--- src/design/psw_pkg.sv ---
/*
  Shared constants and types for the pump sleep / wake-up controller:
  register indices, reset values, mode encodings and carrier structs.
  Assumes a 16-bit register port addressed by word index.
*/
package psw_pkg;

  // ----------------------------------------------------------------
  // widths
  // ----------------------------------------------------------------
  localparam int DW = 16;
  localparam int AW = 4;

  // ----------------------------------------------------------------
  // register indices
  // ----------------------------------------------------------------
  localparam logic [AW-1:0] A_CTRL = 4'h0;
  localparam logic [AW-1:0] A_SWSEL = 4'h1;
  localparam logic [AW-1:0] A_CMD = 4'h2;
  localparam logic [AW-1:0] A_SLP_FLOW = 4'h3;
  localparam logic [AW-1:0] A_SLP_PRES = 4'h4;
  localparam logic [AW-1:0] A_SLP_SPEED = 4'h5;
  localparam logic [AW-1:0] A_SLP_POWER = 4'h6;
  localparam logic [AW-1:0] A_WAKE_LVL = 4'h7;
  localparam logic [AW-1:0] A_WAKE_ERR = 4'h8;
  localparam logic [AW-1:0] A_BOOST_SPD = 4'h9;
  localparam logic [AW-1:0] A_BOOST_TIME = 4'hA;
  localparam logic [AW-1:0] A_SLP_DLY = 4'hB;
  localparam logic [AW-1:0] A_WAKE_DLY = 4'hC;
  localparam logic [AW-1:0] A_STATUS = 4'hD;
  localparam logic [AW-1:0] A_COUNT = 4'hE;
  localparam int N_CFG = 13;

  // ----------------------------------------------------------------
  // reset values and field positions
  // ----------------------------------------------------------------
  localparam logic [DW-1:0] RST_CFG = 16'h0000;
  localparam logic [DW-1:0] RD_ZERO = 16'h0000;
  localparam int SWSEL_IDX_LSB = 0;
  localparam int SWSEL_IDX_W = 4;

  // ----------------------------------------------------------------
  // mode encodings
  // ----------------------------------------------------------------
  typedef enum logic [2:0] {
    det_none, det_switch, low_flow_code, speed_condition_code,
    power_condition_code, high_pressure_code, det_multiple
  } psw_det_t;

  typedef enum logic [1:0] {
    wake_feedback, wake_error, wake_pressure, wake_off
  } psw_wake_t;

  typedef enum logic [1:0] {
    src_none, src_ai, src_vai, src_pulse
  } psw_src_t;

  typedef enum logic [1:0] {
    swk_none, swk_di, swk_di_low, swk_cmd
  } psw_swk_t;

  // ----------------------------------------------------------------
  // carriers
  // ----------------------------------------------------------------
  typedef struct packed {
    logic [1:0] rsvd;
    psw_swk_t sw_kind;
    psw_src_t pressure_sensor_source;
    psw_src_t flow_sensor_source;
    psw_src_t loop_feedback_source;
    psw_wake_t wake_mode;
    logic loop_action_invert;
    psw_det_t det_mode;
  } psw_ctrl_t;

  typedef struct packed {
    logic active;
    logic pid_run;
    logic boost_on;
    logic motor_stop;
    logic asleep;
  } psw_motor_t;

  typedef struct packed {
    logic signed [DW-1:0] ai;
    logic signed [DW-1:0] vai;
    logic signed [DW-1:0] pulse;
  } psw_sens_t;

endpackage

--- src/design/psw_sleep_wake.sv ---
/*
  Sleep / wake-up sequencer for a loop-regulated pump drive: sleep and
  wake condition evaluation, delay qualification, boost run, register port.
  Assumes process values arrive already scaled on core_clk; digital switch
  pins are asynchronous and are synchronised here.
*/
// How it works
// - sleep only after qualified sleep condition outlasts sleep delay, no wake condition
// - flow mode: sleep when flow value below sleep level
// - switch mode: sleep when assigned switch input active
// - speed mode: sleep when output frequency below sleep speed
// - power mode: sleep when output power below sleep power
// - pressure mode: sleep when pressure above sleep level
// - multiple mode: OR of all configured conditions
// - seven detection modes, reset to none which disables sleep
// - wake only after wake condition outlasts wake delay
// - feedback wake, direct: feedback below wake level
// - feedback wake, inverted: feedback above wake level
// - error wake, direct: feedback below setpoint minus wake error
// - error wake, inverted: feedback above setpoint plus wake error
// - pressure wake: pressure below wake level
// - on sleep entry boost for boost time, then stop
// - zero boost time skips boost
// - acts only with loop configured, channel one and automatic
// - run order in automatic: wake condition starts loop, else sleep unboosted
// - entering automatic while running goes straight to regulation
// - switch source none, pin, inverted pin or command bit; switch/multiple only
// - sensor source none, analog, virtual analog or pulse
// - settings locked and function idle without feedback source
`timescale 1ns/1ps
module psw_sleep_wake
  import psw_pkg::*;
#(
  parameter int NDI = 6
) (
  // clock, reset, enable
  input wire logic core_clk,
  input wire logic nrst,
  input wire logic clk_en,
  // register port
  input wire logic [AW-1:0] reg_addr,
  input wire logic [DW-1:0] reg_wdata,
  input wire logic reg_wr,
  input wire logic reg_rd,
  output logic [DW-1:0] reg_rdata,
  // drive state
  input wire logic chan1_sel,
  input wire logic pid_auto,
  input wire logic run_order,
  input wire logic motor_running,
  // process values
  input wire logic [DW-1:0] out_freq,
  input wire logic [DW-1:0] out_power,
  input wire logic signed [DW-1:0] loop_feedback,
  input wire logic signed [DW-1:0] loop_setpoint,
  input wire psw_sens_t sens,
  // switch pins
  input wire logic [NDI-1:0] din_pins,
  // motor commands
  output psw_motor_t motor_cmd,
  output logic [DW-1:0] speed_ref
);

  // ----------------------------------------------------------------
  // parameter check
  // ----------------------------------------------------------------
  // the switch index field reaches sixteen pins at most
  if (NDI < 1 || NDI > 16) begin : g_bad_ndi
    $error("NDI must lie between 1 and 16");
  end
  // the control word is overlaid on one register
  if ($bits(psw_ctrl_t) != DW) begin : g_bad_ctrl
    $error("control struct must fill one register word");
  end
  // every stored register needs an index on the port
  if (N_CFG > (1 << AW)) begin : g_bad_map
    $error("register map exceeds the address range");
  end

  typedef enum logic [1:0] {st_idle, st_run, st_boost, st_sleep} psw_st_t;

  // ----------------------------------------------------------------
  // declarations
  // ----------------------------------------------------------------
  logic [DW-1:0] cfg_r [N_CFG];
  logic [DW-1:0] rdata_r;
  logic [NDI-1:0] din_m_r;
  logic [NDI-1:0] din_s_r;
  psw_st_t st_r;
  psw_st_t st_nxt;
  logic [DW-1:0] cnt_r;
  logic [DW-1:0] cnt_nxt;
  psw_motor_t cmd_r;
  logic [DW-1:0] spd_r;
  psw_ctrl_t ctrl;
  logic fb_ok;
  logic pid_mode;
  logic [15:0] din_w;
  logic [SWSEL_IDX_W-1:0] sw_idx;
  logic sw_raw;
  logic sw_ok;
  logic c_sw;
  logic c_flow;
  logic c_speed;
  logic c_power;
  logic c_hp;
  logic sleep_c;
  logic wake_c;
  logic slp_q;
  logic signed [DW-1:0] flow_v;
  logic signed [DW-1:0] pres_v;
  logic signed [DW:0] fb_x;
  logic signed [DW:0] err_lo;
  logic signed [DW:0] err_hi;
  logic [DW:0] boost_end;
  logic [DW-1:0] rd_val;
  logic [DW-1:0] status_w;
  logic wr_ok;

  // ----------------------------------------------------------------
  // sensor source selection
  // ----------------------------------------------------------------
  function automatic logic signed [DW-1:0] pick(
    input psw_src_t s,
    input psw_sens_t v
  );
    case (s)
      src_ai: pick = v.ai;
      src_vai: pick = v.vai;
      src_pulse: pick = v.pulse;
      default: pick = '0;
    endcase
  endfunction

  assign ctrl = psw_ctrl_t'(cfg_r[A_CTRL]);
  assign fb_ok = ctrl.loop_feedback_source != src_none;
  assign pid_mode = fb_ok && chan1_sel && pid_auto && run_order;
  assign flow_v = pick(ctrl.flow_sensor_source, sens);
  assign pres_v = pick(ctrl.pressure_sensor_source, sens);

  // ----------------------------------------------------------------
  // register port
  // ----------------------------------------------------------------
  // with no feedback source only the control word is reachable
  // status and counter words are hidden as well
  assign wr_ok = reg_wr && (int'(reg_addr) < N_CFG) && (reg_addr == A_CTRL || fb_ok);

  always_ff @(posedge core_clk) begin
    if (!nrst) begin
      for (int i = 0; i < N_CFG; i++) begin
        cfg_r[i] <= RST_CFG;
      end
    end else if (clk_en && wr_ok) begin
      cfg_r[reg_addr] <= reg_wdata;
    end
  end

  // status word: state, qualified conditions and raw sleep terms
  assign status_w = {7'h00, c_hp, c_power, c_speed, c_flow, c_sw,
                     wake_c, sleep_c, 2'(st_r)};

  always_comb begin
    rd_val = RD_ZERO;
    if (reg_addr == A_CTRL) begin
      rd_val = cfg_r[A_CTRL];
    end else if (!fb_ok) begin
      rd_val = RD_ZERO;
    end else if (int'(reg_addr) < N_CFG) begin
      rd_val = cfg_r[reg_addr];
    end else if (reg_addr == A_STATUS) begin
      rd_val = status_w;
    end else if (reg_addr == A_COUNT) begin
      rd_val = cnt_r;
    end
  end

  always_ff @(posedge core_clk) begin
    if (!nrst) begin
      rdata_r <= RD_ZERO;
    end else if (clk_en) begin
      rdata_r <= reg_rd ? rd_val : RD_ZERO;
    end
  end

  assign reg_rdata = rdata_r;

  // ----------------------------------------------------------------
  // switch pin synchroniser
  // ----------------------------------------------------------------
  // only the second stage feeds logic; the first may be metastable
  always_ff @(posedge core_clk) begin
    if (!nrst) begin
      din_m_r <= '0;
      din_s_r <= '0;
    end else if (clk_en) begin
      din_m_r <= din_pins;
      din_s_r <= din_m_r;
    end
  end

  // ----------------------------------------------------------------
  // sleep conditions
  // ----------------------------------------------------------------
  assign din_w = 16'(din_s_r);
  assign sw_idx = cfg_r[A_SWSEL][SWSEL_IDX_LSB +: SWSEL_IDX_W];

  always_comb begin
    case (ctrl.sw_kind)
      swk_di: sw_raw = din_w[sw_idx];
      swk_di_low: sw_raw = ~din_w[sw_idx];
      swk_cmd: sw_raw = cfg_r[A_CMD][sw_idx];
      default: sw_raw = 1'b0;
    endcase
  end

  assign sw_ok = ctrl.det_mode == det_switch || ctrl.det_mode == det_multiple;
  assign c_sw = sw_ok && sw_raw;
  assign c_flow = ctrl.flow_sensor_source != src_none &&
                  flow_v < $signed(cfg_r[A_SLP_FLOW]);
  // an unset speed or power level of zero can never trip
  assign c_speed = out_freq < cfg_r[A_SLP_SPEED];
  assign c_power = out_power < cfg_r[A_SLP_POWER];
  assign c_hp = ctrl.pressure_sensor_source != src_none &&
                pres_v > $signed(cfg_r[A_SLP_PRES]);

  always_comb begin
    case (ctrl.det_mode)
      det_switch: sleep_c = c_sw;
      low_flow_code: sleep_c = c_flow;
      speed_condition_code: sleep_c = c_speed;
      power_condition_code: sleep_c = c_power;
      high_pressure_code: sleep_c = c_hp;
      det_multiple: sleep_c = c_sw | c_flow | c_speed | c_power | c_hp;
      default: sleep_c = 1'b0;
    endcase
  end

  // ----------------------------------------------------------------
  // wake conditions
  // ----------------------------------------------------------------
  // one extra bit keeps setpoint plus or minus a wake error of at most 32768 from wrapping
  assign fb_x = {loop_feedback[DW-1], loop_feedback};
  assign err_lo = {loop_setpoint[DW-1], loop_setpoint} - $signed({1'b0, cfg_r[A_WAKE_ERR]});
  assign err_hi = {loop_setpoint[DW-1], loop_setpoint} + $signed({1'b0, cfg_r[A_WAKE_ERR]});

  always_comb begin
    case (ctrl.wake_mode)
      wake_feedback: begin
        if (ctrl.loop_action_invert) begin
          wake_c = loop_feedback > $signed(cfg_r[A_WAKE_LVL]);
        end else begin
          wake_c = loop_feedback < $signed(cfg_r[A_WAKE_LVL]);
        end
      end
      wake_error: begin
        if (ctrl.loop_action_invert) begin
          wake_c = fb_x > err_hi;
        end else begin
          wake_c = fb_x < err_lo;
        end
      end
      wake_pressure: begin
        wake_c = ctrl.pressure_sensor_source != src_none &&
                 pres_v < $signed(cfg_r[A_WAKE_LVL]);
      end
      default: wake_c = 1'b0;
    endcase
  end

  // ----------------------------------------------------------------
  // sequencer
  // ----------------------------------------------------------------
  assign slp_q = sleep_c && !wake_c;
  assign boost_end = {1'b0, cnt_r} + 17'h00001;

  always_comb begin
    st_nxt = st_r;
    case (st_r)
      st_idle: begin
        // entry decision made once, on the first edge in loop mode
        if (pid_mode) begin
          if (motor_running) begin
            st_nxt = st_run;
          end else begin
            st_nxt = wake_c ? st_run : st_sleep;
          end
        end
      end
      st_run: begin
        if (!pid_mode) begin
          st_nxt = st_idle;
        end else if (slp_q && cnt_r >= cfg_r[A_SLP_DLY]) begin
          if (cfg_r[A_BOOST_TIME] == RST_CFG) begin
            st_nxt = st_sleep;
          end else begin
            st_nxt = st_boost;
          end
        end
      end
      st_boost: begin
        // wake is ignored here; the boost run completes unless loop mode drops
        if (!pid_mode) begin
          st_nxt = st_idle;
        end else if (boost_end >= {1'b0, cfg_r[A_BOOST_TIME]}) begin
          st_nxt = st_sleep;
        end
      end
      st_sleep: begin
        if (!pid_mode) begin
          st_nxt = st_idle;
        end else if (wake_c && cnt_r >= cfg_r[A_WAKE_DLY]) begin
          st_nxt = st_run;
        end
      end
      default: st_nxt = st_idle;
    endcase
  end

  // counter holds cycles the watched condition has held so far
  always_comb begin
    cnt_nxt = '0;
    if (st_nxt == st_r) begin
      case (st_r)
        st_run: cnt_nxt = slp_q ? boost_end[DW-1:0] : '0;
        st_boost: cnt_nxt = boost_end[DW-1:0];
        st_sleep: cnt_nxt = wake_c ? boost_end[DW-1:0] : '0;
        default: cnt_nxt = '0;
      endcase
    end
  end

  always_ff @(posedge core_clk) begin
    if (!nrst) begin
      st_r <= st_idle;
      cnt_r <= '0;
    end else if (clk_en) begin
      st_r <= st_nxt;
      cnt_r <= cnt_nxt;
    end
  end

  // ----------------------------------------------------------------
  // motor command outputs
  // ----------------------------------------------------------------
  always_ff @(posedge core_clk) begin
    if (!nrst) begin
      cmd_r <= '0;
    end else if (clk_en) begin
      cmd_r.active <= st_nxt != st_idle;
      cmd_r.pid_run <= st_nxt == st_run;
      cmd_r.boost_on <= st_nxt == st_boost;
      cmd_r.motor_stop <= st_nxt == st_sleep;
      cmd_r.asleep <= st_nxt == st_boost || st_nxt == st_sleep;
    end
  end

  // speed reference kept apart: only the boost run drives it
  always_ff @(posedge core_clk) begin
    if (!nrst) begin
      spd_r <= '0;
    end else if (clk_en) begin
      spd_r <= (st_nxt == st_boost) ? cfg_r[A_BOOST_SPD] : '0;
    end
  end

  assign motor_cmd = cmd_r;
  assign speed_ref = spd_r;

endmodule

--- config.mk ---
export PLATFORM = sky130hd
export DESIGN_NAME = psw_sleep_wake
export DESIGN_NICKNAME = d
export VERILOG_FILES = /design/src/design/psw_pkg.sv /design/src/design/psw_sleep_wake.sv
export SDC_FILE = /design/constraint.sdc
export NUM_CORES = 1
export LEC_CHECK = 0
export ABC_AREA = 0
export BUFFER_PORTS_ARGS = -buffer_cell sky130_fd_sc_hd__buf_2
export CORE_MARGIN = 2
export CORE_UTILIZATION = 40
export CTS_BUF_LIST = sky130_fd_sc_hd__clkbuf_4
export CTS_CLUSTER_DIAMETER = 30
export DETAILED_ROUTE_END_ITERATION = 12
export SLEW_MARGIN = 20
export SYNTH_ARGS = -nofsm -noshare
export SYNTH_HDL_FRONTEND = slang
export SYNTH_SLANG_ARGS = --single-unit
export TNS_END_PERCENT = 10
--- constraint.sdc ---
create_clock -name core_clk -period 6.8 [get_ports core_clk]
set_clock_uncertainty 0.15 [all_clocks]
set_input_delay 0.68 -clock core_clk [delete_from_list [all_inputs] [get_ports core_clk]]
set_output_delay 0.68 -clock core_clk [all_outputs]
set_load 0.01 [all_outputs]
; ---- After elaboration in Yosys (flattened, before gate mapping)
; Memories as Yosys holds them, arrays and structs flattened.
; Cells that the tools add are included.
[word_totals]
register_bits = 67
ramBits = 208
inputBits = 147
output_inout_bits = 37
wordCells = 126
memories = 1
[classes]
add_sub_neg = 3
order_cmp = 14
eq_ne = 26
muxes = 40
bitwise_logic = 5
reduce_logical = 26
[mem_list]
columns = memory, depth, width, rd, rd_clocked_by_memory_dff, write_ports, line
row1 = cfg_r, 13, 16, 14, 0, 13, psw_sleep_wake.sv:85  ; logic [DW-1:0] cfg_r [N_CFG];
[op_table]
columns = cell, count
row1 = $mux 16, 11
row2 = $pmux 16 s3, 3
row3 = $lt 16x16->1, 5
row4 = $ge 16x16->1, 2
row5 = $gt 16x16->1, 2
row6 = $eq 2x2->1 const B, 11
row7 = $mux 2, 9
row8 = $add 16x1->17 const B, 1
row9 = $add 17x16->17, 1
row10 = $ge 17x16->1, 1
row11 = $gt 16x17->1, 1
row12 = $lt 16x17->1, 1
row13 = $sub 17x16->17, 1
row14 = $logic_not 16->1, 1
row15 = $reduce_or 16->1, 1
row16 = $logic_and 1x1->1, 13
row17 = $eq 2x1->1 const B, 6
row18 = $mux 1, 10
row19 = $eq 3x3->1 const B, 3
row20 = $bmux 1 s4, 2
row21 = $eq 4x4->1 const B, 2
row22 = $pmux 2 s4, 1
row23 = $reduce_bool 2->1, 4
row24 = $eq 3x2->1 const B, 2
row25 = other kinds (13), 20

; ---- Longest topological paths before layout
; Gate-level depths: netlist of the first run.
; An unclocked memory read counts as a cell.
[logic_depth]
ltp_word = 18
mapped_depth = 26
ltp_nobuf = 25

; ---- Worst setup path after synthesis of the first run
; Ideal clock, no wire load.
[synth_path]
path_type = input to register
start = input loop_setpoint[0]
end = register spd_r[10], in the netlist speed_ref[10]
setup_time_ns = 0.117
arrival_ns = 4.984
t_required_ns = 6.533
slack_ns = 1.549
path_stages = 26
path_buffers = 1
path_cell_list = inv_1 -> ha_1 -> inv_1 -> fa_1 -> a21o_1 -> a21oi_1 -> nor2b_1 -> o21ai_0 -> a211oi_1 -> o31ai_1 -> nor2_1 -> o31ai_1 -> nand2b_1 -> xor2_1 -> ha_1 -> nand4_1 -> nor2_1 -> o211ai_1 -> a21oi_1 -> or3_1 -> nand2_1 -> nor2_1 -> a311oi_2 -> a211oi_4 -> buf_6 -> a22o_1
[synth_between]
elab_chain_cells = 12
word_cells_on_any_way = 20
classes_between = 2 x add/sub / 2 x order compare / 1 x eq/ne / 11 x mux / 4 x reduce/logical
[synth_rtl]
columns = element, line
row1 = "start, declared", psw_sleep_wake.sv:55  ; input wire logic signed [DW-1:0] loop_setpoint,
row2 = $sub 17x16->17 / $add 17x16->17 (equally long branches), "psw_sleep_wake.sv:243, psw_sleep_wake.sv:244"
row3 = $lt 16x17->1 / $gt 16x17->1 (equally long branches), "psw_sleep_wake.sv:259, psw_sleep_wake.sv:257"
row4 = $mux 1 *, psw_sleep_wake.sv:256  ; if (ctrl.loop_action_invert) begin
row5 = $pmux 1 s3 *, psw_sleep_wake.sv:247  ; case (ctrl.wake_mode)
row6 = $logic_not 1->1, psw_sleep_wake.sv:273  ; assign slp_q = sleep_c && !wake_c;
row7 = $logic_and 1x1->1, psw_sleep_wake.sv:273
row8 = $logic_and 1x1->1, psw_sleep_wake.sv:292  ; end else if (slp_q && cnt_r >= cfg_r[A_SLP_DLY]) begin
row9 = $mux 2, psw_sleep_wake.sv:292
row10 = $mux 2, psw_sleep_wake.sv:290  ; if (!pid_mode) begin
row11 = $pmux 2 s4 *, psw_sleep_wake.sv:278  ; case (st_r)
row12 = $eq 2x2->1 *, psw_sleep_wake.sv:362  ; spd_r <= (st_nxt == st_boost) ? cfg_r[A_BOOST_SPD] : '0;
row13 = $mux 16 *, psw_sleep_wake.sv:362
row14 = "end signal, assigned", psw_sleep_wake.sv:362
row15 = "end, declared", psw_sleep_wake.sv:94  ; logic [DW-1:0] spd_r;
; Every way passes the cells marked *; elsewhere a longest branch is shown, timed or not.
; A chain may end at the register's enable or synchronous reset.

==> reports/qor.yml, run 1 <==
run_status: "finished clean"
drive_above_1_share_pct: 20.9
worstReg2RegEnd: "speed_ref[7]"
grt_first_pass_wirelength_mm: 98.8
ir_worst_vdd_mv: 0.0924
fin_cells: 2852
tightest_slew_ns: 1.17
synth_mux_area_share_pct: 10.6
rr_startpoint: "cfg_r[8][0]"
synth_fa_ha_area_share_pct: 12.9
synth_edf_count: 232
slowest_stage: "a211oi_4"
synth_simple_gate_area_share_pct: 14.9
period_needed_ns: 6.11
grt_setup_unrepaired: "no"
seq_area_frac_synth_pct: 41.1
drv_slew: 0
core.rowCount: 82
async_flop_share_pct: 0
hold_start: "reg_rd"
fin_tns_setup_ns: 0
cts_resized: 0
r2r.worst_path.cells: 23
total_power_mw: 4.53
path_delay_family: "compound AO/OA/AOI/OAI gates"
drc: 0
postCtsHoldBufs: 6
die_x_um: 229
wl_mm: 66.3
core_area_um2: 50100
path_cells: "ha_1, inv_1, fa_1, o21bai_1, a21oi_1, o21bai_1, a221oi_1, o41ai_1, o41ai_1, o31ai_1, a21oi_1, o21bai_1, xnor2_1, ha_1, nand3_1, nor4_1, a21oi_1, o21ai_0, nand4_1, nor2_1, a311oi_2, a211oi_4, a22o_1"
port_buffers: 183
syn_inst: 1896
power.density_nw_per_um2: 197
synth_top_family_by_area: "simple AND/OR/NAND/NOR gates"
finalSetupViolations: 0
antenna_found_initial: 5
synthFlopType: "edfxtp_1"
crit_buf_inv: 1
ys_ff_latch: 299
final_nets: 2476
route.vias.total: 15982
crit_type: "reg2reg"
pin_count: 184
overflow: 0
hold_path.class: "in2reg"
start_util_pct: 40.4
critPathLaunchType: "flop"
cts-root-buf: "clkbuf_4"
clk_latency_ns: 0.83
holdPathStages: 3
first_global_vias: 15886
post_cts_buffers: 0
worstPathRequired_ns: 7.37
yosysUniqueCellTypes: 73
area_growth_pct: 13.7
synth-xor-area-share_pct: 1.86
vias_per_cell: 5.60
fmax_mhz: 164
maxCapViolCount: 0
layout_setup_ws_ns: 0.689
path_clk_slew_ns: 0.06
reg2reg_slack_ns: 0.69
dp_worst_setup_slack_ns: 0.425
holdPathEnd: "reg_rdata[4]"
numPlacedInstances: 2700
cp.depth: 23
antenna_left: 0
synth_area_um2: 20200
endpoint_kind: "flop"
leakage_nw: 9.82
syn_avg_cell_area_um2: 10.7
synth_compound_area_share_pct: 12.8
cp_slowest_stage_delay_ns: 0.66
gp_congestion: 0.963
wire_per_inst_um: 23.3
grt_max_degree: 49
yosys_warnings: 0
fp.dieH_um: 229
cp_data_arrival_time_ns: 6.68
dr.pass1.iters: 7
crit_fanout: 17
dp_hpwl_mm: 51.2
hold_viol: 0
dieArea_um2: 52400
cts.sinks: 299
relSlewSlack_pct: 21.4
grt_util_all_layers_pct: 25.3
period_share_pct: 89.9
htreeDepth: 3
cts_tree: "yes"
drt_iter0_drc: 1540
clk_path_buf_depth: 3
cts_made_buffers: 85
per-stage QoR:
step           hold WS [ns]  instance area, um^2  util (%)
6_report             0.0930                23000      45.9
5_1_grt              0.0939                23000      45.9
4_1_cts              0.0457                23000      45.9
3_5_place_dp          0.292                21900      43.7
3_3_place_gp          0.285                21900      43.7
2_1_floorplan         0.305                20300         -
cells in the final DEF, fill, tap and decap left out, types with 42 or more instances in the layout:
master      n
dfxtp_1    67
a22o_1     47
clkbuf_4  112
buf_2     182
ha_1      206
mux4_2     69
nor2b_1    42
inv_1     200
edfxtp_1  232
nor2_1     70
o21ai_0    61
a21oi_1    71
and2_1    222
nand2_1    78
synth_stat cells (17+ instances only):
master	count	area (um^2)
a211oi_1	19	143
a21o_1	26	195
a21oi_1	71	355
a22o_1	47	412
a22oi_1	17	128
and2_1	222	1390
clkbuf_1	77	289
dfxtp_1	67	1340
edfxtp_1	232	6970
ha_1	206	2580
inv_1	200	751
mux2_2	35	394
mux2i_1	19	190
mux4_2	69	1550
nand2_1	78	293
nand2b_1	25	156
nand3_1	35	175
nor2_1	70	263
nor2b_1	43	269
o21ai_0	69	345
o22ai_1	19	119
xnor2_1	28	245
how the worst max path moves through the flow:
| stage | from | to | slack [ns] |
|---|---|---|---|
| final | cfg_r[8][0] | speed_ref[7] | 0.69 |
| after global routing | cfg_r[8][0] | speed_ref[8] | 0.20 |
| after CTS | cfg_r[8][0] | speed_ref[7] | 0.66 |
| after detailed placement | loop_setpoint[0] | speed_ref[12] | 0.43 |
| after global placement | loop_setpoint[0] | speed_ref[13] | 0.76 |
| after floorplan | loop_setpoint[0] | speed_ref[10] | 1.55 |
kinds of logic (layout without fill, tap and decap cells):
kind of cell / count (synthesis) / count (layout)
and+or+nand+nor: 545 / 545
adders and majority gates: 208 / 208
AOI/OAI and AO/OA: 379 / 379
muxes: 124 / 124
buffers and inverters: 297 / 557
other: 1 / 25
DFF: 299 / 299
xor gates and xnor gates: 43 / 43
routing by layer:
metal	vias up	GRT usage (%)	share of wire, %
met5	-	0	0.051
met4	6	9.92	3.3
met3	127	4.24	7.6
met2	704	42.0	47
met1	7772	33.0	42
li1	7373	-	-
state kept, by name (all words and copies together) (netlist names):
name / cells
din_s_r: 6
reg_rdata: 16
cnt_r: 16
din_m_r: 6
motor_cmd: 5
cfg_r: 232
speed_ref: 16
st_r: 2
final cells by class:
| type | count | area (um^2) |
|---|---|---|
| fill | 4739 | 27100 |
| tap | 672 | 841 |
| multi-input combinational | 1323 | 10900 |
| sequential | 299 | 8310 |
| clock inverter | 33 | 230 |
| clock buffer | 112 | 841 |
| timing repair buffer | 212 | 1150 |
| antenna | 1 | 2.50 |
| inverter | 200 | 751 |
tightest hold or removal path, cell delays in order:
cell and delay [ns]:
buf_2 0.16, nand3_1 0.10, o21ai_0 0.07
where the power goes:
group / switching (mW) / total [mW] / internal (mW)
Sequential: 0.0518 / 2.08 / 2.02
Combinational: 0.451 / 0.764 / 0.312
Clock: 0.809 / 1.70 / 0.886
Total: 1.31 / 4.53 / 3.22
Note: power is estimated with default switching activity, not from simulation.
==> run 2, diff against run 1 <==
CTS_BUF_LIST = sky130_fd_sc_hd__clkbuf_16   (was sky130_fd_sc_hd__clkbuf_4)
==> run 2 against run 1 <==
Effect of this change: combinational power about the same; wire length increased by 0.28%; count of clock-buffer cells in the layout decreased by 38; total power increased by 38%; utilization increased by 2.6 points; clock power increased by 100%; final area increased by 5.6%; highest routed layer unchanged.
==> reports/qor.yml, run 2 (synthesized netlist as in run 1, its figures left out) <==
pin_count: 184  # unchanged
clk_path_buf_depth: 3  # unchanged
crit_buf_inv: 1  # unchanged
overflow: 0  # unchanged
postCtsHoldBufs: 0  # -6
cts.sinks: 299  # unchanged
drt_iter0_drc: 1594  # +3.5%
tightest_slew_ns: 1.12  # -0.0530 ns
power_frac_seq_pct: 33.4  # -12 points
top_register: "cfg_r"
path_delay_family: "compound AO/OA/AOI/OAI gates"
final_common_cell: "edfxtp_1"
leakage_nw: 10.4  # +5.4%
core.rowCount: 82  # unchanged
ir_worst_vdd_mv: 0.145  # +57%
dr.pass1.iters: 5  # -2
fin_tns_setup_ns: 0  # unchanged
cp_data_arrival_time_ns: 6.49  # -0.19 ns
cts-root-buf: "clkbuf_16"
largest_reg_flops: 232  # unchanged
p_clk_share_pct: 54.4  # +17 points
hold_viol: 0  # unchanged
gp_congestion: 0.963  # unchanged
antenna_found_initial: 4  # -1
wl_mm: 66.5  # +0.28%
clk_latency_ns: 0.61  # -0.22 ns
area_growth_pct: 20.1
grt_max_degree: 49  # unchanged
worstPathRequired_ns: 7.16  # -0.21 ns
finalSetupViolations: 0  # unchanged
grt_setup_unrepaired: "no"
htreeDepth: 3  # unchanged
relSlewSlack_pct: 25.3  # +3.9 points
multiInputGateArea_um2: 10900  # about the same
path_cells: "ha_1, inv_1, fa_1, o21bai_1, a21oi_1, o21bai_1, a221oi_1, o41ai_1, o41ai_1, o31ai_1, a21oi_1, o21bai_1, xnor2_1, ha_1, nand3_1, nor4_1, a21oi_1, o21ai_0, nand4_1, nor2_1, a311oi_2, a211oi_4, a22o_1"
path_clk_slew_ns: 0.04  # -0.02 ns
cts_tree: "yes"
core_area_um2: 50100  # unchanged
period_needed_ns: 6.13  # +0.0193 ns
drive_above_1_share_pct: 20.6  # -0.32 points
antenna_left: 0  # unchanged
final_nets: 2455  # -0.85%
start_util_pct: 40.4  # unchanged
crit_type: "reg2reg"
slowest_stage: "a211oi_4"
drv_slew: 0  # unchanged
critPathLaunchType: "flop"
port_buffers: 183  # unchanged
run_status: "finished clean"
dieArea_um2: 52400  # unchanged
maxCapViolCount: 0  # unchanged
regArea_um2: 8310  # unchanged
cp_slowest_stage_delay_ns: 0.67  # about the same
endpoint_kind: "flop"
die_x_um: 229  # unchanged
post_cts_buffers: 0  # unchanged
mostFrequentLayoutCells: "edfxtp_1 (232), and2_1 (222), ha_1 (206)"
period_share_pct: 90.2  # +0.28 points
first_global_vias: 15895  # +0.057%
swShare_pct: 26.7  # -2.3 points
fmax_mhz: 163  # -0.32%
power.density_nw_per_um2: 257  # +30%
crit_fanout: 17  # unchanged
p_int_mw: 4.58  # +42%
dp_hpwl_mm: 51.2  # unchanged
diodes: 0  # -1
grt_util_all_layers_pct: 25.4  # +0.12 points
cts_resized: 0  # unchanged
fillers: 4506  # -4.9%
cts_made_buffers: 70  # -18%
route.vias.total: 15895  # -0.54%
wire_per_inst_um: 23.5  # +1.2%
drc: 0  # unchanged
pwr-share-comb_pct: 12.2  # -4.6 points
grt_first_pass_wirelength_mm: 99.4  # +0.59%
hold_path.class: "in2reg"
switching_power_mw: 1.66  # +27%
total_power_mw: 6.24  # +38%
vias_per_cell: 5.62  # +0.34%
fp.dieH_um: 229  # unchanged
[run 2: tightest hold or removal path: cells and delay by family]
family / cells / cell delay, ns
and+or+nand+nor: 1 / 0.09
muxes: 1 / 0.05
buffers and inverters: 1 / 0.08
[run 2: per-layer routing]
| layer | track usage [%] | share of wire [%] |
|---|---|---|
| met5 | 0 | 0.068 |
| met4 | 11.2 | 4.0 |
| met1 | 33.0 | 41 |
| met3 | 4.70 | 7.9 |
| met2 | 41.4 | 47 |
[run 2: per-stage QoR]
stage | hold slack, ns | utilization, % | instance area [um^2] | setup WS, ns | cells
5_1_grt | 0.195 | 48.5 | 24300 | 0.233 | 2827
2_1_floorplan | 0.305 | - | 20300 | 1.55 | 1919
4_1_cts | 0.182 | 48.5 | 24300 | 0.664 | 2827
3_5_place_dp | 0.292 | 43.7 | 21900 | 0.425 | 2700
6_report | 0.201 | 48.5 | 24300 | 0.669 | 2827
3_3_place_gp | 0.285 | 43.7 | 21900 | 0.759 | 2699
[run 2: cell type report]
type / count / share of cell area [%]
Multi-Input combinational cell: 1323 / 44.8
Sequential cell: 299 / 34.2
Tap cell: 672 / 3.46
Inverter: 200 / 3.09
Clock buffer: 74 / 7.62
Timing Repair Buffer: 206 / 4.49
Clock inverter: 53 / 2.34
[run 2: power groups by stage]
stage | Sequential [mW] | Clock [mW] | Combinational (mW)
after floorplan | 2.09 | 0 | 0.488
after global placement | 2.11 | 0 | 0.732
after detailed placement | 2.11 | 0 | 0.749
after CTS | 2.08 | 3.42 | 0.754
after global routing | 2.09 | 3.52 | 0.832
final | 2.08 | 3.40 | 0.762
[run 2: path summary, 6_finish.rpt]
| check | startpoint | end | slack (ns) | cells past startpoint |
|---|---|---|---|---|
| worst max-delay path | cfg_r[8][0] | speed_ref[7] | 0.67 | 23 |
| worst min-delay path | din_pins[1] | din_m_r[1] | 0.20 | 3 |
| worst min register to register | motor_cmd[2] | motor_cmd[2] | 0.31 | 1 |
| worst max register to register | cfg_r[8][0] | speed_ref[7] | 0.67 | 23 |
